[src/inc/eqs_pkg.sv]
/*
 holds register offsets, field positions, power-on values and command codes
 shared by the serial equalizer register slave and its host controller.
 assumes nothing beyond a systemverilog compiler.
*/
package eqs_pkg;
    localparam logic [6:0] REG_GENERAL = 7'h00;
    localparam logic [6:0] REG_DRIVER = 7'h01;
    localparam logic [6:0] REG_LAUNCH = 7'h02;
    localparam logic [6:0] REG_CABLE = 7'h03;
    localparam logic [2:0] HOST_CMD = 3'h0;
    localparam logic [2:0] HOST_STATUS = 3'h1;
    localparam logic [2:0] HOST_AUTO = 3'h2;
    localparam logic [2:0] HOST_REACH = 3'h3;
    localparam int CARRIER_BIT = 7;
    localparam int MUTE_BIT = 6;
    localparam int BYPASS_BIT = 5;
    localparam int SLEEP_HI = 4;
    localparam int SLEEP_LO = 3;
    localparam int REACH_BIT = 2;
    localparam int SWING_LO = 5;
    localparam int COMMON_LO = 2;
    localparam int COARSE_BIT = 7;
    localparam int FINE_LO = 3;
    localparam int CABLE_LO = 3;
    localparam logic [7:0] GENERAL_RESET = 8'h08;
    localparam logic [7:0] DRIVER_RESET = 8'h64;
    localparam logic [7:0] LAUNCH_RESET = 8'h00;
    localparam logic [2:0] SWING_700MV = 3'h3;
    localparam logic [2:0] COMMON_1V25 = 3'h1;
    localparam logic [2:0] COMMON_SUPPLY = 3'h5;
    localparam logic [1:0] SLEEP_OFF = 2'h0;
    localparam logic [1:0] SLEEP_AUTO = 2'h1;
    localparam logic [1:0] SLEEP_FORCE = 2'h2;
    localparam logic [4:0] CABLE_MAX = 5'h19;
    localparam logic [4:0] CABLE_THRESHOLD = 5'h12;
    localparam logic READ_CMD = 1'b1;
    localparam logic WRITE_CMD = 1'b0;
    localparam int COMMAND_BITS = 8;
    localparam int FRAME_BITS = 16;
    localparam int CLOCK_NS = 4;
    localparam int SETTLE_US = 1000;
    localparam int SETTLE_CYCLES = (SETTLE_US * 1000 + CLOCK_NS - 1) / CLOCK_NS;
    localparam int SCK_HALF = 6;
endpackage

[src/inc/eqs_link_if.sv]
/*
 holds the four-wire serial link between the equalizer register slave and its host.
 assumes the bench resolves miso from its enable; mosi has an enable since the host releases it.
*/
`timescale 1ns/1ns
interface eqs_link_if;
    logic sck;
    logic ssN;
    logic mosi;
    logic mosiOe;
    logic miso;
    logic misoOe;
    modport device (input sck, input ssN, input mosi, input mosiOe, output miso, output misoOe);
    modport host (output sck, output ssN, output mosi, output mosiOe, input miso, input misoOe);
endinterface

[src/rtl/eqs_host.sv]
/*
 holds the host controller: avalon-mm registers for software, serial master, reach sequencer.
 assumes a single ref_clk; sck is divided down from it and driven out.
*/
// Our own choice: the Avalon-MM slave port.
`timescale 1ns/1ns
module eqs_host #(
    parameter int SETTLE_CYCLES = eqs_pkg::SETTLE_CYCLES
) (
    input wire logic ref_clk,
    input wire logic rst,
    eqs_link_if.host link,
    input wire logic [2:0] avs_address,
    input wire logic avs_read,
    input wire logic avs_write,
    input wire logic [31:0] avs_writedata,
    output logic [31:0] avs_readdata,
    output logic avs_waitrequest
);
    // 0 cmd: bit16 start, bit15 read, 14:8 addr, 7:0 data
    // 1 status: bit0 busy, 15:8 last read; 2 auto: bit0 enable; 3 reach state
    localparam logic [2:0] OFS_CMD = eqs_pkg::HOST_CMD;
    localparam logic [2:0] OFS_STATUS = eqs_pkg::HOST_STATUS;
    localparam logic [2:0] OFS_AUTO = eqs_pkg::HOST_AUTO;
    localparam logic [2:0] OFS_REACH = eqs_pkg::HOST_REACH;

    typedef enum logic [1:0] {
        XF_IDLE = 2'b00, XF_SHIFT = 2'b01, XF_DONE = 2'b10
    } eqs_xfer_t;
    typedef enum logic [3:0] {
        SQ_POLL = 4'h0, SQ_READ_GEN = 4'h1, SQ_READ_CBL = 4'h2, SQ_SLEEP = 4'h3,
        SQ_REACH = 4'h4, SQ_WAIT = 4'h5, SQ_WAKE = 4'h6, SQ_IDLE = 4'h7
    } eqs_seq_t;

    ////////////////////////////////////////////////////////////////////////////
    logic [1:0] misoSync;
    eqs_xfer_t xferState;
    eqs_seq_t seqState;
    logic [3:0] divCount;
    logic [4:0] bitCount;
    logic [15:0] txShift;
    logic [7:0] rxShift, lastRead;
    logic xferRead, xferStart, xferDone;
    logic [15:0] xferWord;
    logic autoEnable, inReach;
    logic [31:0] waitCount;
    logic [7:0] generalImage;

    always_ff @(posedge ref_clk or posedge rst) begin
        if (rst) misoSync <= 2'h0;
        else misoSync <= {misoSync[0], link.miso};
    end

    ////////////////////////////////////////////////////////////////////////////
    // serial master; sck idles low, data changes on falls
    always_ff @(posedge ref_clk or posedge rst) begin
        if (rst) begin
            xferState <= XF_IDLE;
            divCount <= 4'h0;
            bitCount <= 5'h00;
            txShift <= 16'h0000;
            rxShift <= 8'h00;
            link.sck <= 1'b0;
            link.ssN <= 1'b1;
            link.mosi <= 1'b0;
            link.mosiOe <= 1'b0;
            xferDone <= 1'b0;
        end else begin
            xferDone <= 1'b0;
            case (xferState)
                XF_IDLE: begin
                    if (xferStart) begin
                        txShift <= xferWord;
                        link.ssN <= 1'b0;
                        link.mosiOe <= 1'b1;
                        link.mosi <= xferWord[15];
                        bitCount <= 5'h00;
                        divCount <= 4'h0;
                        xferState <= XF_SHIFT;
                    end
                end
                XF_SHIFT: begin
                    divCount <= divCount + 4'h1;
                    if (divCount == 4'(eqs_pkg::SCK_HALF - 1)) begin
                        divCount <= 4'h0;
                        link.sck <= ~link.sck;
                        if (!link.sck) begin
                            bitCount <= bitCount + 5'h01;
                            if (bitCount >= 5'(eqs_pkg::COMMAND_BITS)) begin
                                rxShift <= {rxShift[6:0], misoSync[1]};
                            end
                            if (xferRead && bitCount == 5'(eqs_pkg::COMMAND_BITS - 1)) begin
                                link.mosiOe <= 1'b0;
                            end
                        end else begin
                            txShift <= {txShift[14:0], 1'b0};
                            link.mosi <= txShift[14];
                            if (bitCount == 5'(eqs_pkg::FRAME_BITS)) begin
                                xferState <= XF_DONE;
                            end
                        end
                    end
                end
                XF_DONE: begin
                    // ss stays high a half period so miso is released before the next frame
                    link.ssN <= 1'b1;
                    link.mosiOe <= 1'b0;
                    divCount <= divCount + 4'h1;
                    if (divCount == 4'(eqs_pkg::SCK_HALF - 1)) begin
                        xferDone <= 1'b1;
                        xferState <= XF_IDLE;
                    end
                end
                default: xferState <= XF_IDLE;
            endcase
        end
    end

    ////////////////////////////////////////////////////////////////////////////
    // software port and extended reach sequencer share the serial master
    always_ff @(posedge ref_clk or posedge rst) begin
        if (rst) begin
            seqState <= SQ_IDLE;
            xferStart <= 1'b0;
            xferRead <= 1'b0;
            xferWord <= 16'h0000;
            autoEnable <= 1'b0;
            inReach <= 1'b0;
            waitCount <= 32'h0;
            lastRead <= 8'h00;
            generalImage <= eqs_pkg::GENERAL_RESET;
            avs_readdata <= 32'h0;
            avs_waitrequest <= 1'b1;
        end else begin
            xferStart <= 1'b0;
            avs_waitrequest <= 1'b1;
            if (xferDone && xferRead) lastRead <= rxShift;
            if (avs_read && avs_waitrequest) begin
                avs_waitrequest <= 1'b0;
                case (avs_address)
                    OFS_STATUS: avs_readdata <= {16'h0, lastRead, 7'h0,
                        (xferState != XF_IDLE) || xferStart || xferDone};
                    OFS_AUTO: avs_readdata <= {31'h0, autoEnable};
                    OFS_REACH: avs_readdata <= {24'h0, seqState, 3'h0, inReach};
                    default: avs_readdata <= 32'h0;
                endcase
            end else if (avs_write && avs_waitrequest) begin
                // commands wait while a transfer is running
                if (avs_address == OFS_CMD && (xferState != XF_IDLE || xferStart
                        || seqState != SQ_IDLE && seqState != SQ_POLL && seqState != SQ_WAIT)) begin
                    avs_waitrequest <= 1'b1;
                end else begin
                    avs_waitrequest <= 1'b0;
                    if (avs_address == OFS_CMD && avs_writedata[16]) begin
                        xferRead <= avs_writedata[15];
                        // reserved bits of the general register forced to zero
                        xferWord <= {avs_writedata[15:8], avs_writedata[7:2],
                            (avs_writedata[14:8] == eqs_pkg::REG_GENERAL && !avs_writedata[15])
                            ? 2'h0 : avs_writedata[1:0]};
                        xferStart <= 1'b1;
                    end
                    if (avs_address == OFS_AUTO) begin
                        autoEnable <= avs_writedata[0];
                        seqState <= avs_writedata[0] ? SQ_POLL : SQ_IDLE;
                    end
                end
            end
            if (!(avs_write && avs_waitrequest && avs_address == OFS_AUTO)) begin
                case (seqState)
                    SQ_IDLE: begin
                    end
                    SQ_POLL: if (xferState == XF_IDLE && !xferStart && !avs_write) begin
                        xferRead <= 1'b1;
                        xferWord <= {eqs_pkg::READ_CMD, eqs_pkg::REG_GENERAL, 8'h00};
                        xferStart <= 1'b1;
                        seqState <= SQ_READ_GEN;
                    end
                    SQ_READ_GEN: if (xferDone) begin
                        generalImage <= {1'b0, rxShift[6:2], 2'h0};
                        if (!rxShift[eqs_pkg::CARRIER_BIT] && inReach) begin
                            seqState <= SQ_SLEEP;
                        end else if (!rxShift[eqs_pkg::CARRIER_BIT] || inReach) begin
                            seqState <= SQ_POLL;
                        end else begin
                            xferWord <= {eqs_pkg::READ_CMD, eqs_pkg::REG_CABLE, 8'h00};
                            xferStart <= 1'b1;
                            seqState <= SQ_READ_CBL;
                        end
                    end
                    SQ_READ_CBL: if (xferDone) begin
                        if (rxShift[7:3] < eqs_pkg::CABLE_THRESHOLD) seqState <= SQ_SLEEP;
                        else seqState <= SQ_POLL;
                    end
                    SQ_SLEEP: if (xferState == XF_IDLE && !xferStart) begin
                        xferRead <= 1'b0;
                        generalImage[4:3] <= eqs_pkg::SLEEP_FORCE;
                        xferWord <= {eqs_pkg::WRITE_CMD, eqs_pkg::REG_GENERAL,
                            generalImage[7:5], eqs_pkg::SLEEP_FORCE, generalImage[2:0]};
                        xferStart <= 1'b1;
                        seqState <= SQ_REACH;
                    end
                    SQ_REACH: if (xferDone) begin
                        generalImage[2] <= ~inReach;
                        xferWord <= {eqs_pkg::WRITE_CMD, eqs_pkg::REG_GENERAL,
                            generalImage[7:3], ~inReach, 2'h0};
                        xferStart <= 1'b1;
                        waitCount <= 32'h0;
                        seqState <= SQ_WAIT;
                    end
                    SQ_WAIT: if (xferState == XF_IDLE && !xferStart) begin
                        waitCount <= waitCount + 32'h1;
                        if (waitCount >= 32'(SETTLE_CYCLES)) begin
                            inReach <= ~inReach;
                            xferWord <= {eqs_pkg::WRITE_CMD, eqs_pkg::REG_GENERAL,
                                generalImage[7:5], eqs_pkg::SLEEP_AUTO, generalImage[2:0]};
                            xferStart <= 1'b1;
                            seqState <= SQ_WAKE;
                        end
                    end
                    SQ_WAKE: if (xferDone) seqState <= SQ_POLL;
                    default: seqState <= SQ_IDLE;
                endcase
            end
        end
    end
endmodule

[src/flat_wrapper.sv]
// flat-port wrapper written by rule: the top's interface ports become plain ports
module eqs_host_flat 
#(
    parameter int SETTLE_CYCLES = eqs_pkg::SETTLE_CYCLES
)
  (ref_clk, rst, avs_address, avs_read, avs_write, avs_writedata, avs_readdata, avs_waitrequest, link_sck, link_ssN, link_mosi, link_mosiOe, link_miso, link_misoOe);
  eqs_link_if link_i ();
  input wire logic ref_clk;
  input wire logic rst;
  input wire logic [2:0] avs_address;
  input wire logic avs_read;
  input wire logic avs_write;
  input wire logic [31:0] avs_writedata;
  output logic [31:0] avs_readdata;
  output logic avs_waitrequest;
  output wire logic [$bits(link_i.sck)-1:0] link_sck;
  output wire logic [$bits(link_i.ssN)-1:0] link_ssN;
  output wire logic [$bits(link_i.mosi)-1:0] link_mosi;
  output wire logic [$bits(link_i.mosiOe)-1:0] link_mosiOe;
  input wire logic [$bits(link_i.miso)-1:0] link_miso;
  input wire logic [$bits(link_i.misoOe)-1:0] link_misoOe;
  assign link_sck = link_i.sck;
  assign link_ssN = link_i.ssN;
  assign link_mosi = link_i.mosi;
  assign link_mosiOe = link_i.mosiOe;
  assign link_i.miso = link_miso;
  assign link_i.misoOe = link_misoOe;
  eqs_host #(.SETTLE_CYCLES(SETTLE_CYCLES)) u_core (.ref_clk(ref_clk), .rst(rst), .link(link_i), .avs_address(avs_address), .avs_read(avs_read), .avs_write(avs_write), .avs_writedata(avs_writedata), .avs_readdata(avs_readdata), .avs_waitrequest(avs_waitrequest));
endmodule
[config.mk]
export PLATFORM = sky130hd
export DESIGN_NAME = eqs_host_flat
export DESIGN_NICKNAME = d
export VERILOG_FILES = /design/src/inc/eqs_pkg.sv /design/src/inc/eqs_link_if.sv /design/src/rtl/eqs_host.sv /design/src/flat_wrapper.sv
export SDC_FILE = /design/constraint.sdc
export NUM_CORES = 1
export LEC_CHECK = 0
export ABC_CLOCK_PERIOD_IN_PS = 4300
export BUFFER_PORTS_ARGS = -buffer_cell sky130_fd_sc_hd__buf_4
export CORE_ASPECT_RATIO = 0.5
export CORE_MARGIN = 10
export CORE_UTILIZATION = 45
export CTS_CLUSTER_SIZE = 40
export DETAILED_ROUTE_END_ITERATION = 10
export SYNTH_ARGS = -nofsm -noshare
export SYNTH_HDL_FRONTEND = slang
export SYNTH_SLANG_ARGS = --single-unit
[constraint.sdc]
create_clock -name ref_clk -period 4.3 [get_ports ref_clk]
set_input_delay 0.215 -clock ref_clk [delete_from_list [all_inputs] [get_ports ref_clk]]
set_output_delay 0.215 -clock ref_clk [all_outputs]
set_load 0.1 [all_outputs]
# After elaboration in Yosys (flattened, before gate mapping)
# Cells that the tools add are included.
# W data, S select, Z words.
[word_totals] register_bits=143 latch_bits=0 mem_bits_rw=0 romBits=0 in_bits=41 out_inout_bits=37 memories=0
[classes] n_addsub=3 n_mul=0 div_mod_pow=0 magnitude_cmp=3 n_eq_ne=28 n_shift=0 n_mux=97 bitwise_logic=5 reduce_logical=47
[ops] cell="$mux W16" n=13
[ops] cell="$pmux W16 S5" n=1
[ops] cell="$mux W32" n=2
[ops] cell="$mux W4" n=16
[ops] cell="$pmux W32 S2" n=1
[ops] cell="$pmux W16 S3" n=1
[ops] cell="$mux W15" n=3
[ops] cell="$mux W1" n=34
[ops] cell="$add A32 B1 Y32 const B" n=1
[ops] cell="$ge A32 B18 Y1 const B" n=1
[ops] cell="$pmux W4 S8" n=1
[ops] cell="$reduce_and A4 Y1" n=8
[ops] cell="$pmux W15 S2" n=1
[ops] cell="$eq A4 B3 Y1 const B" n=5
[ops] cell="$mux W5" n=4
[ops] cell="$ne A2 B1 Y1 const B" n=10
[ops] cell="$mux W2" n=9
[ops] cell="$logic_and A1 B1 Y1" n=13
[ops] cell="$pmux W4 S3" n=1
[ops] cell="$reduce_bool A2 Y1" n=6
[ops] cell="$pmux W5 S2" n=1
[ops] cell="$reduce_and A5 Y1" n=2
[ops] cell="$eq A4 B2 Y1 const B" n=2
[ops] cell="$ne A4 B3 Y1 const B" n=2
[ops] cell="other kinds (29)" n=45

# Longest topological paths before layout
# Gate-level depths: netlist of run 1.
[depth] ltp_word=13 depth_mapped=10

# Least setup slack after synthesis of run 1
# No wires, ideal clock.
[synth_path] path_type="register to register" start="register u_core.link.sck" end="register u_core.rxShift[0]" arrival_time_ns=2.059 required_time_ns=4.175 path_slack_ns=2.117 path_stages_with_launch=4 n_path_buf=1 synth_period_minus_slack_ns=2.183 cell_sequence="dfrtp_1 clkbuf_1 nor4_2 mux2_2"
[synth_between] elab_chain_cells=2
[synth_rtl] item="start, declared" line="eqs_link_if.sv:14" source="modport host (output sck, output ssN, output mosi, output mosiOe, input miso, input misoOe);"
[synth_rtl] item="start signal, assigned" line="eqs_host.sv:86" source="link.sck <= ~link.sck;"
[synth_rtl] item="$not A1 Y1"
[synth_rtl] item="$reduce_and A4 Y1 (no line)"
[synth_rtl] item="end signal, assigned" line="eqs_host.sv:90" source="rxShift <= {rxShift[6:0], misoSync[1]};"
[synth_rtl] item="end, declared" line="eqs_host.sv:42" source="logic [7:0] rxShift, lastRead;"
# No other way between the ends.
# A chain may end at the register's enable or synchronous reset.

# Worst setup path after layout of run 1
[layout_path] start="register u_core.xferState[0]" end="register u_core.xferWord[2]"
[layout_between] elab_chain_cells=12
[layout_rtl] item="start, declared" line="eqs_host.sv:37" source="eqs_xfer_t xferState;"
[layout_rtl] item="start signal, assigned" line="eqs_host.sv:58" source="xferState <= XF_IDLE;"
[layout_rtl] item="start signal, assigned" line="eqs_host.sv:79" source="xferState <= XF_SHIFT;"
[layout_rtl] item="start signal, assigned" line="eqs_host.sv:99" source="xferState <= XF_DONE;"
[layout_rtl] item="$reduce_bool A2 Y1" line="eqs_host.sv:149" source="if (avs_address == OFS_CMD && (xferState != XF_IDLE || xferStart"
[layout_rtl] item="$logic_or A1 B1 Y1" line="eqs_host.sv:149"
[layout_rtl] item="$logic_or A1 B1 Y1" line="eqs_host.sv:150" source="|| seqState != SQ_IDLE && seqState != SQ_POLL && seqState != SQ_WAIT)) begin"
[layout_rtl] item="$logic_and A1 B1 Y1" line="eqs_host.sv:149"
[layout_rtl] item="$mux W16" line="eqs_host.sv:149"
[layout_rtl] item="$mux W16" line="eqs_host.sv:147" source="end else if (avs_write && avs_waitrequest) begin"
[layout_rtl] item="$mux W16" line="eqs_host.sv:138" source="if (avs_read && avs_waitrequest) begin"
[layout_rtl] item="$mux W16" line="eqs_host.sv:182" source="end else if (!rxShift[eqs_pkg::CARRIER_BIT] || inReach) begin"
[layout_rtl] item="$mux W16" line="eqs_host.sv:180" source="if (!rxShift[eqs_pkg::CARRIER_BIT] && inReach) begin"
[layout_rtl] item="$mux W16" line="eqs_host.sv:178" source="SQ_READ_GEN: if (xferDone) begin"
[layout_rtl] item="$pmux W16 S5" line="eqs_host.sv:169" source="case (seqState)"
[layout_rtl] item="$mux W16 *" line="eqs_host.sv:168" source="if (!(avs_write && avs_waitrequest && avs_address == OFS_AUTO)) begin"
[layout_rtl] item="end signal, assigned" line="eqs_host.sv:174" source="xferWord <= {eqs_pkg::READ_CMD, eqs_pkg::REG_GENERAL, 8'h00};"
[layout_rtl] item="end signal, assigned" line="eqs_host.sv:185" source="xferWord <= {eqs_pkg::READ_CMD, eqs_pkg::REG_CABLE, 8'h00};"
[layout_rtl] item="end signal, assigned" line="eqs_host.sv:197" source="xferWord <= {eqs_pkg::WRITE_CMD, eqs_pkg::REG_GENERAL,"
[layout_rtl] item="end, declared" line="eqs_host.sv:44" source="logic [15:0] xferWord;"
# Mark *: on every way between the ends. The rest lies on a longest branch, timed or not.

==> results.sh, run 1 <==
export IMPL_outcome="complete, no violations"
export IMPL_first_global_vias=4712
export IMPL_ys_flop_type="dfrtp_1"
export IMPL_drive_above_1_share=0.1735
export IMPL_synth_cells=652
export IMPL_hold_viol=0
export IMPL_worstReg2RegStart="u_core.xferState[0]"
export IMPL_numPortBuffers=42
export IMPL_numCtsBuffers=17
export IMPL_met3WireLength_um=695
export IMPL_critPathArrivalTime_ns=3.11
export IMPL_post_cts_buffers=0
export IMPL_maxSlewViolCount=0
export IMPL_syn_area_sq_um=6455
export IMPL_end_kind="flip-flop"
export IMPL_dieWidth_um=189.4
export IMPL_n_antenna_cell=0
export IMPL_final_cell_mix="118 x dfrtp_1, 80 x nor2_1, 49 x buf_4, 48 x nand2_1, 36 x a21oi_1"
export IMPL_critical_path_max_fanout=21
export IMPL_num_rows=30
export IMPL_fin_crit_ns=2.866
export IMPL_synth_warnings=0
export IMPL_fmax_mhz=349.0
export IMPL_drc=0
export IMPL_leakage_nw=3.417
export IMPL_avgRoutedWirePerCell_um=16.41
export IMPL_synth_async_reset_ratio=1.000
export IMPL_viasPerCell=5.381
export IMPL_top_layer="met4"
export IMPL_r2r_slack_ns=1.43
export IMPL_gp_congestion=0.8925
export IMPL_r2r_cells=7
export IMPL_area_growth_pct=16.63
export IMPL_drtIter0Drc=455
export IMPL_cts_sinks=124
export IMPL_final_core_utilization=0.5465
export IMPL_power_total_mw=4.070
export IMPL_wl_met2_mm=6.624
export IMPL_grt_first_pass_wirelength_mm=24.28
export IMPL_fin_setup_tns_ns=0
export IMPL_maxCapViolations=0
export IMPL_layout_nets=749
export IMPL_ys_ff_latch=124
export IMPL_die_area_sq_um=19830
export IMPL_avgSynthCellArea_sq_um=9.900
export IMPL_dpl_hpwl_mm=10.27
export IMPL_ir_drop_mv=0.3291
export IMPL_hold_start="avs_address[2]"
export IMPL_grt_start_max_net_pins=57
export IMPL_grt_usage=0.1485
export IMPL_initial_core_util=0.4686
export IMPL_setup_viol=0
export IMPL_vias=4848
export IMPL_cts_tree="built"
export IMPL_dr_pass1_iters=5
export IMPL_seq_area_frac_synth=0.4819
export IMPL_min_period_over_period=0.6664
export IMPL_drt_total_wl_mm=14.78
export IMPL_grt_overflow=0
export IMPL_ant_nets=0
export IMPL_wl_met1_mm=7.332
export IMPL_pwr_density_cell_nw_per_um2=540.7
export IMPL_skew_ns=0.01096
export IMPL_fin_worst_hold_slack_ns=0.03499
export IMPL_core_area_sq_um=13780
export IMPL_rsz0062_at_grt="no"
export IMPL_synth_edff_count=0
export IMPL_root_buffer="clkbuf_16"
export IMPL_min_path_type="input pin to flip-flop"
export IMPL_cts_path_max_buffers=2
export IMPL_min_path_cells=2
export IMPL_ios=78
export IMPL_synth_distinct_cells=64
export IMPL_clk_pin_slew_ns=0.06
export IMPL_slew_headroom=0.3050
export IMPL_path_class="flip-flop to flip-flop"
export IMPL_start_kind="flip-flop"
export IMPL_tightestPinTransition_ns=1.042
export IMPL_crit_required_ns=4.54
export IMPL_die_h_um=104.7
export IMPL_antenna_found_initial=0
export IMPL_reg2reg_to="u_core.xferWord[2]"
export IMPL_insertion_delay_ns=0.42
export IMPL_h_tree_depth=4
export IMPL_whs_endpoint="u_core.avs_readdata[0]"
export IMPL_layout_commonest_cell="dfrtp_1"
[synth_stat cells (3+ instances only)]
| library cell | instances | area share |
|---|---|---|
| dfrtp_1 | 118 | 0.46 |
| mux2_2 | 18 | 0.031 |
| a31oi_1 | 8 | 0.0078 |
| and2_1 | 6 | 0.0058 |
| dfstp_2 | 6 | 0.024 |
| or3_1 | 3 | 0.0029 |
| inv_1 | 18 | 0.010 |
| nand2b_1 | 9 | 0.0087 |
| nand4_1 | 16 | 0.016 |
| and4_1 | 3 | 0.0041 |
| buf_4 | 20 | 0.023 |
| nand3b_1 | 4 | 0.0047 |
| buf_2 | 4 | 0.0031 |
| nor3b_1 | 6 | 0.0070 |
| ha_1 | 12 | 0.023 |
| xnor2_1 | 12 | 0.016 |
| xor2_1 | 22 | 0.030 |
| nor4_1 | 7 | 0.0068 |
| o22ai_1 | 7 | 0.0068 |
| and3_1 | 13 | 0.013 |
| nand3_1 | 24 | 0.019 |
| o21ai_0 | 33 | 0.026 |
| nor2_1 | 80 | 0.047 |
| a22o_1 | 10 | 0.014 |
| a21oi_1 | 37 | 0.029 |
| nor3_1 | 7 | 0.0054 |
| clkbuf_1 | 18 | 0.010 |
| mux2i_1 | 30 | 0.047 |
| nor2b_1 | 5 | 0.0048 |
| o31ai_1 | 6 | 0.0070 |
| nand2_1 | 48 | 0.028 |
[final cells by class]
| class | count | area (sq um) |
|---|---|---|
| Clock buffer | 19 | 452.9 |
| Clock inverter | 13 | 165.2 |
| Fill cell | 1255 | 6247 |
| Inverter | 18 | 70.07 |
| Multi-Input combinational cell | 483 | 3092 |
| Sequential cell | 124 | 3110 |
| Tap cell | 192 | 240.2 |
| Timing Repair Buffer | 52 | 397.9 |
[power by group]
group / switching, mW / leakage (nW) / internal [mW] / total (mW)
Combinational: 0.739 / 1.47 / 0.367 / 1.11
Sequential: 0.149 / 1.65 / 1.33 / 1.48
Clock: 0.543 / 0.304 / 0.946 / 1.49
Total: 1.43 / 3.42 / 2.64 / 4.07
[how the worst max path moves through the flow]
stage | cells past startpoint | start | end
finish | 7 | u_core.xferState[0] | u_core.xferWord[2]
global route | 7 | u_core.xferState[0] | u_core.xferWord[2]
CTS | 7 | u_core.xferState[0] | u_core.xferWord[2]
detailed placement | 7 | u_core.xferState[0] | u_core.xferWord[2]
global placement | 7 | u_core.xferState[0] | u_core.xferWord[2]
floorplan | 1 | rst | u_core.autoEnable
[worst max-delay path, cell delays in order (launching register included)]
cell      delay (ns)
dfrtp_1         0.39
inv_1           0.11
ha_1            0.23
nand2b_1        0.22
nor3_1          0.38
and3_1          0.92
mux2i_1         0.32
o22ai_1         0.12
[metrics by stage]
stage          std cells  cell area, sq um  setup slack [ns]
3_5_place_dp         866              6880             1.459
3_3_place_gp         866              6880             1.519
6_report             901              7528             1.434
5_1_grt              901              7528             1.196
4_1_cts              901              7528             1.453
2_1_floorplan        670              6523            0.7957
[flip-flops by register name (all words and copies together), names as in the netlist, 2 cells and up]
| signal | flops |
|---|---|
| u_core.lastRead | 8 |
| u_core.xferWord | 16 |
| u_core.rxShift | 8 |
| u_core.waitCount | 32 |
| u_core.xferState | 2 |
| u_core.txShift | 15 |
| u_core.misoSync | 2 |
| u_core.bitCount | 5 |
| u_core.seqState | 4 |
| u_core.avs_readdata | 13 |
| u_core.generalImage | 5 |
| u_core.divCount | 4 |
[repair_timing]
item / 4_1_cts / 5_1_grt
gates resized for setup: 0 / 0
endpoints found under the hold margin: 52 / 0
hold buffers: 3 / 0
[per-layer routing]
layer | global-route usage | up-vias
li1 | - | 2355
met1 | 0.2025 | 2373
met2 | 0.2221 | 106
met3 | 0.04346 | 14
met4 | 0.04505 | 0
met5 | 0 | -
[cells by family (layout without fill, tap and decap cells)]
logic type / after synthesis / in the layout / synth area share
muxes: 48 / 48 / 0.07792
DFF: 124 / 124 / 0.4819
and+or+nand+nor: 251 / 251 / 0.2022
AOI/OAI and AO/OA: 119 / 119 / 0.1178
other: 1 / 19 / 0.0005810
adders and majority gates: 12 / 12 / 0.02326
buffers and inverters: 63 / 102 / 0.05020
xor gates and xnor gates: 34 / 34 / 0.04613
Note: power is estimated with default switching activity, not from simulation.
==> inputs of run 2 (changes only) <==
Settings changed: ABC_CLOCK_PERIOD_IN_PS 4300 to 2600, PLACE_DENSITY set to 0.67.
Clock period 4.3 ns to 2.6 ns, I/O delays scaled along.
==> results.sh, run 2 (synthesis gave the netlist of run 1 again) <==
export IMPL_layout_nets=770
export IMPL_cts_tree="built"
export IMPL_rsz0062_at_grt="no"
export IMPL_num_rows=30
export IMPL_maxCapViolations=0
export IMPL_antenna_found_initial=0
export IMPL_clk_pin_slew_ns=0.06
export IMPL_final_cell_mix="118 x dfrtp_1, 80 x nor2_1, 61 x buf_4, 48 x nand2_1, 36 x a21oi_1"
export IMPL_ant_nets=0
export IMPL_gp_congestion=0.8777
export IMPL_root_buffer="clkbuf_16"
export IMPL_reg2reg_to="u_core.waitCount[30]"
export IMPL_fmax_mhz=437.3
export IMPL_start_kind="flip-flop"
export IMPL_hold_viol=0
export IMPL_area_growth_pct=19.56
export IMPL_min_path_cells=3
export IMPL_insertion_delay_ns=0.41
export IMPL_min_path_type="input pin to flip-flop"
export IMPL_r2r_slack_ns=0.31
export IMPL_whs_endpoint="u_core.xferWord[10]"
export IMPL_crit_required_ns=2.94
export IMPL_critPathArrivalTime_ns=2.62
export IMPL_fin_worst_hold_slack_ns=0.006647
export IMPL_tightestPinTransition_ns=0.6363
export IMPL_numPortBuffers=42
export IMPL_final_core_utilization=0.5602
export IMPL_min_period_over_period=0.8796
export IMPL_pwr_density_cell_nw_per_um2=874.3
export IMPL_drtIter0Drc=480
export IMPL_initial_core_util=0.4686
export IMPL_critPathMaxStageDelay_ns=0.44
export IMPL_critical_path_max_fanout=6
export IMPL_first_global_vias=4839
export IMPL_leakage_nw=3.508
export IMPL_fin_crit_ns=2.287
export IMPL_skew_ns=0.009206
export IMPL_startpoint="u_core.xferState[0]"
export IMPL_ios=78
export IMPL_end_kind="flip-flop"
export IMPL_vias=4898
export IMPL_setup_viol=0
export IMPL_grt_first_pass_wirelength_mm=24.69
export IMPL_critPathTopFamily="simple AND/OR/NAND/NOR gates"
export IMPL_n_antenna_cell=0
export IMPL_hold_start="avs_writedata[10]"
export IMPL_maxSlewViolCount=0
export IMPL_dpl_hpwl_mm=10.22
export IMPL_crit_chain="inv_1 > ha_1 > and2b_2 > nand3_4 > a2111oi_4 > nand2_2 > or3_1 > a21oi_1"
export IMPL_numCtsBuffers=17
export IMPL_dieWidth_um=189.4
export IMPL_largest_reg_flops=32
export IMPL_post_cts_buffers=0
export IMPL_grt_overflow=0
export IMPL_grt_usage=0.1487
export IMPL_layout_commonest_cell="dfrtp_1"
export IMPL_fin_setup_tns_ns=0
export IMPL_dr_pass1_iters=4
export IMPL_grt_start_max_net_pins=125
export IMPL_cp_num_buf_inv=1
export IMPL_worstReg2RegStart="u_core.xferState[0]"
export IMPL_cts_sinks=124
export IMPL_worst_path_max_delay_cell="a2111oi_4"
export IMPL_top_regs="u_core.waitCount: 32 flops, u_core.xferWord: 16 flops, u_core.txShift: 15 flops"
export IMPL_slew_headroom=0.5758
export IMPL_die_h_um=104.7
export IMPL_h_tree_depth=4
export IMPL_top_register="u_core.waitCount"
export IMPL_drt_total_wl_mm=14.62
export IMPL_die_area_sq_um=19830
export IMPL_dpl_worst_slack_ns=0.3335
export IMPL_path_class="flip-flop to flip-flop"
export IMPL_r2r_cells=8
export IMPL_setup_ws_ns=0.3131
export IMPL_outcome="complete, no violations"
export IMPL_core_area_sq_um=13780
export IMPL_drc=0
export IMPL_viasPerCell=5.318
export IMPL_ir_drop_mv=0.5353
export IMPL_avgRoutedWirePerCell_um=15.87
export IMPL_drive_above_1_share=0.1866
export IMPL_cts_path_max_buffers=2
run 2: cell types whose count changed in the layout (fill, tap and decap cells not counted):
cell,previous run,this run
buf_4,49,61
dlygate4sd3_1,3,10
clkinvlp_4,1,4
buf_12,0,2
clkbuf_8,2,1
clkinv_2,3,2
clkinv_4,4,3
inv_4,1,0
run 2: timing repair:
| action | 4_1_cts | 5_1_grt |
|---|---|---|
| hold buffers | 10 | 0 |
| gates resized for setup | 0 | 0 |
| endpoints found under the hold margin | 127 | 0 |
| endpoints found under the setup margin | 0 | 0 |
run 2: power breakdown:
part           switching, mW  leakage (nW)  total, mW  internal, mW
combinational           1.25          1.57       1.90         0.656
clock                  0.899         0.289       2.43          1.53
sequential             0.219          1.65       2.41          2.19
total                   2.36          3.51       6.75          4.38
run 2: how the worst max path moves through the flow:
stage / end / slack [ns] / cells after the start
after floorplan: u_core.rxShift[0] / 0.42 / 3
after global placement: u_core.waitCount[11] / 0.40 / 6
after detailed placement: u_core.waitCount[30] / 0.33 / 8
after CTS: u_core.waitCount[30] / 0.31 / 8
after global routing: u_core.xferWord[4] / 0.18 / 8
final: u_core.waitCount[30] / 0.31 / 8
run 2: metrics by stage:
step	cells	power [mW]	area [sq um]
after CTS	921	6.777	7717
after global placement	880	4.280	7012
after global routing	921	7.132	7717
after detailed placement	880	4.332	7012
final	921	6.747	7717
after floorplan	670	3.892	6526
run 2: worst register-to-register path, stage by stage, from the launching register on:
cell       delay, ns
dfrtp_1         0.39
inv_1           0.11
ha_1            0.27
and2b_2         0.25
nand3_4         0.13
a2111oi_4       0.44
nand2_2         0.12
or3_1           0.36
a21oi_1         0.15
run 2: area by class of cell:
| class | count | area, sq um |
|---|---|---|
| clock buffers | 18 | 439.2 |
| repair buffers | 73 | 598.1 |
| inverters | 18 | 71.32 |
| multi-input cells | 483 | 3092 |
| flip-flops and latches | 124 | 3110 |
| clock inverters | 13 | 166.4 |
| fillers | 1192 | 6058 |
| well taps | 192 | 240.2 |
run 2: per-layer routing:
metal / part of all wire / track usage / up-vias
met5: 0 / 0 / -
met4: 0.0065 / 0.03773 / 0
met3: 0.057 / 0.04545 / 8
met2: 0.45 / 0.2241 / 114
met1: 0.49 / 0.2030 / 2379
li1: - / - / 2397
==> inputs of run 3 (changes only) <==
Settings changed: ABC_AREA set to 1, PLACE_DENSITY 0.67 to 0.66.
==> results.sh, run 3 <==
export IMPL_num_rows=32
export IMPL_core_area_sq_um=15290
export IMPL_worst_path_max_delay_cell="dfrtp_1"
export IMPL_hold_viol=0
export IMPL_final_cell_mix="238 x nand2_1, 118 x dfrtp_1, 100 x inv_1, 92 x nor2_1, 75 x nand3_1"
export IMPL_critPathMostFrequentCell="inv_1"
export IMPL_synth_top_cell_area_share=0.4239
export IMPL_min_path_cells=3
export IMPL_critPathMaxStageDelay_ns=0.38
export IMPL_ios=78
export IMPL_vias=6157
export IMPL_wl_met2_mm=8.089
export IMPL_setup_viol=0
export IMPL_first_global_vias=5860
export IMPL_root_buffer="clkbuf_16"
export IMPL_min_period_over_period=0.8904
export IMPL_initial_core_util=0.4555
export IMPL_cts_sinks=124
export IMPL_r2r_slack_ns=0.28
export IMPL_met3WireLength_um=978
export IMPL_slew_headroom=0.5602
export IMPL_ys_flop_type="dfrtp_1"
export IMPL_reg2reg_to="u_core.xferWord[14]"
export IMPL_tightestPinTransition_ns=0.6578
export IMPL_hold_start="avs_writedata[11]"
export IMPL_grt_overflow=0
export IMPL_n_antenna_cell=0
export IMPL_synth_warnings=0
export IMPL_fin_crit_ns=2.315
export IMPL_fillers=1436
export IMPL_critical_path_max_fanout=9
export IMPL_synth_cells=921
export IMPL_post_cts_buffers=0
export IMPL_clkPwrFrac=0.314
export IMPL_fmax_mhz=431.9
export IMPL_skew_ns=0.01365
export IMPL_whs_endpoint="u_core.xferWord[11]"
export IMPL_ant_nets=0
export IMPL_end_kind="flip-flop"
export IMPL_largest_reg_flops=32
export IMPL_h_tree_depth=4
export IMPL_rsz0062_at_grt="no"
export IMPL_ys_ff_latch=124
export IMPL_grt_usage=0.1697
export IMPL_worstReg2RegStart="u_core.xferState[0]"
export IMPL_layout_nets=1029
export IMPL_ir_drop_mv=0.5433
export IMPL_switching_share=0.3966
export IMPL_numPortBuffers=42
export IMPL_insertion_delay_ns=0.41
export IMPL_clk_pin_slew_ns=0.06
export IMPL_maxCapViolations=0
export IMPL_avgRoutedWirePerCell_um=15.06
export IMPL_synth_edff_count=0
export IMPL_multi_input_area_sq_um=3264
export IMPL_synth_async_reset_ratio=1.000
export IMPL_start_kind="flip-flop"
export IMPL_drc=0
export IMPL_critPathArrivalTime_ns=2.61
export IMPL_dr_pass1_iters=5
export IMPL_power_share_sequential=0.339
export IMPL_dpl_instance_area_sq_um=7465
export IMPL_leakage_nw=3.950
export IMPL_regArea_sq_um=3110
export IMPL_layout_commonest_cell="nand2_1"
export IMPL_p_sw_mw=3.146
export IMPL_r2r_cells=13
export IMPL_p_int_mw=4.786
export IMPL_grt_first_pass_wirelength_mm=29.61
export IMPL_grt_start_max_net_pins=108
export IMPL_avgSynthCellArea_sq_um=7.564
export IMPL_path_class="flip-flop to flip-flop"
export IMPL_syn_area_sq_um=6967
export IMPL_drt_total_wl_mm=17.96
export IMPL_top_layer="met4"
export IMPL_top_regs="u_core.waitCount: 32 flops, u_core.xferWord: 16 flops, u_core.txShift: 15 flops"
export IMPL_seq_area_frac_synth=0.4465
export IMPL_synthTopCellsByArea="dfrtp_1 42%, nand2_1 13%, inv_1 5.4%, nand3_1 5.4%, o21ai_0 5.3%"
export IMPL_die_area_sq_um=21160
export IMPL_fin_setup_tns_ns=0
export IMPL_die_h_um=108.0
export IMPL_dpl_hpwl_mm=13.19
export IMPL_top_register="u_core.waitCount"
export IMPL_wl_met1_mm=8.704
export IMPL_synth_common_cells="238 x nand2_1, 118 x dfrtp_1, 101 x inv_1, 92 x nor2_1, 75 x nand3_1"
export IMPL_antenna_found_initial=0
export IMPL_crit_chain="inv_1 > ha_1 > inv_1 > nor2_4 > inv_1 > nor2_1 > nor2_1 > inv_1 > nand2_1 > nor3_2 > nand2_1 > inv_2 > a21oi_1"
export IMPL_min_path_type="input pin to flip-flop"
export IMPL_yosys_area_top_type="dfrtp_1"
export IMPL_crit_required_ns=2.89
export IMPL_area_growth_pct=16.70
export IMPL_pwr_share_comb=0.347
export IMPL_outcome="complete, no violations"
export IMPL_cts_path_max_buffers=2
export IMPL_gp_congestion=0.9725
export IMPL_synth_distinct_cells=46
export IMPL_final_cell_area_sq_um=8130
export IMPL_numCtsBuffers=17
export IMPL_maxSlewViolCount=0
export IMPL_pwr_density_cell_nw_per_um2=975.7
export IMPL_yosysMostFrequentCell="nand2_1"
export IMPL_dieWidth_um=196.0
export IMPL_cts_tree="built"
export IMPL_drtIter0Drc=413
export IMPL_drive_above_1_share=0.1223
export IMPL_viasPerCell=5.161
## run 3: layout make-up
type | instances | share of cell area
sequential | 124 | 0.3826
multi-input combinational | 666 | 0.4015
inverter | 106 | 0.04971
clock inverter | 10 | 0.01708
clock buffer | 22 | 0.05833
tap | 204 | 0.03139
timing repair buffer | 61 | 0.05940
## run 3: metrics by stage
| step | setup WS [ns] | power (mW) | hold WS (ns) | std cells | utilization |
|---|---|---|---|---|---|
| final | 0.2849 | 7.932 | 0.01197 | 1193 | 0.5316 |
| after global routing | 0.02804 | 8.432 | 0.01492 | 1193 | 0.5316 |
| after CTS | 0.2857 | 7.958 | 0.0009950 | 1193 | 0.5314 |
| after detailed placement | 0.3143 | 5.456 | 0.1656 | 1156 | 0.4881 |
| after global placement | 0.3930 | 5.389 | 0.1584 | 1156 | 0.4881 |
| after floorplan | 0.5593 | 4.793 | 0.1614 | 939 | - |
## run 3: kinds of logic after synthesis
group / Yosys count / share of synthesized area
flops: 124 / 0.4465
compound gates: 139 / 0.1155
other cells: 1 / 0.0005383
mux: 1 / 0.001616
buf+inv: 149 / 0.09465
xor+xnor: 12 / 0.01509
simple gates: 483 / 0.3046
fa+ha+maj: 12 / 0.02155
## run 3: how the worst max path moves through the flow
stage / start / to / slack (ns) / cells past startpoint
detailed placement: u_core.xferState[0] / u_core.xferWord[14] / 0.31 / 13
global route: u_core.xferState[1] / u_core.xferWord[1] / 0.03 / 13
global placement: u_core.xferState[0] / u_core.xferWord[7] / 0.39 / 13
finish: u_core.xferState[0] / u_core.xferWord[14] / 0.28 / 13
floorplan: u_core.avs_waitrequest / u_core.generalImage[2] / 0.56 / 5
CTS: u_core.xferState[0] / u_core.waitCount[13] / 0.29 / 10
## run 3: power groups by stage
stage                     clock [mW]  combinational, mW  sequential [mW]
after floorplan                    0               1.94             2.85
after global placement             0               2.69             2.70
after detailed placement           0               2.74             2.71
after CTS                       2.52               2.76             2.68
after global routing            2.60               3.09             2.74
final                           2.49               2.76             2.69
## run 3: what timing repair did
item	4_1_cts	5_1_grt
resized for setup	0	2
hold buffers	5	0
endpoints found under the hold margin	21	0
setup endpoints to repair	0	1
## run 3: per-layer routing
layer,up-vias,GRT usage
met4,0,0.04767
met5,-,0
met1,2911,0.2347
met2,143,0.2680
li1,3090,-
met3,13,0.03213
## run 3: critical path, delay by kind of cell (launching register included)
family	cells	cell delay [ns]
AND/OR/NAND/NOR	6	0.90
buffers and inverters	5	0.66
flip-flops	1	0.38
adder cells (fa/ha/maj)	1	0.20
AO/OA/AOI/OAI	1	0.06
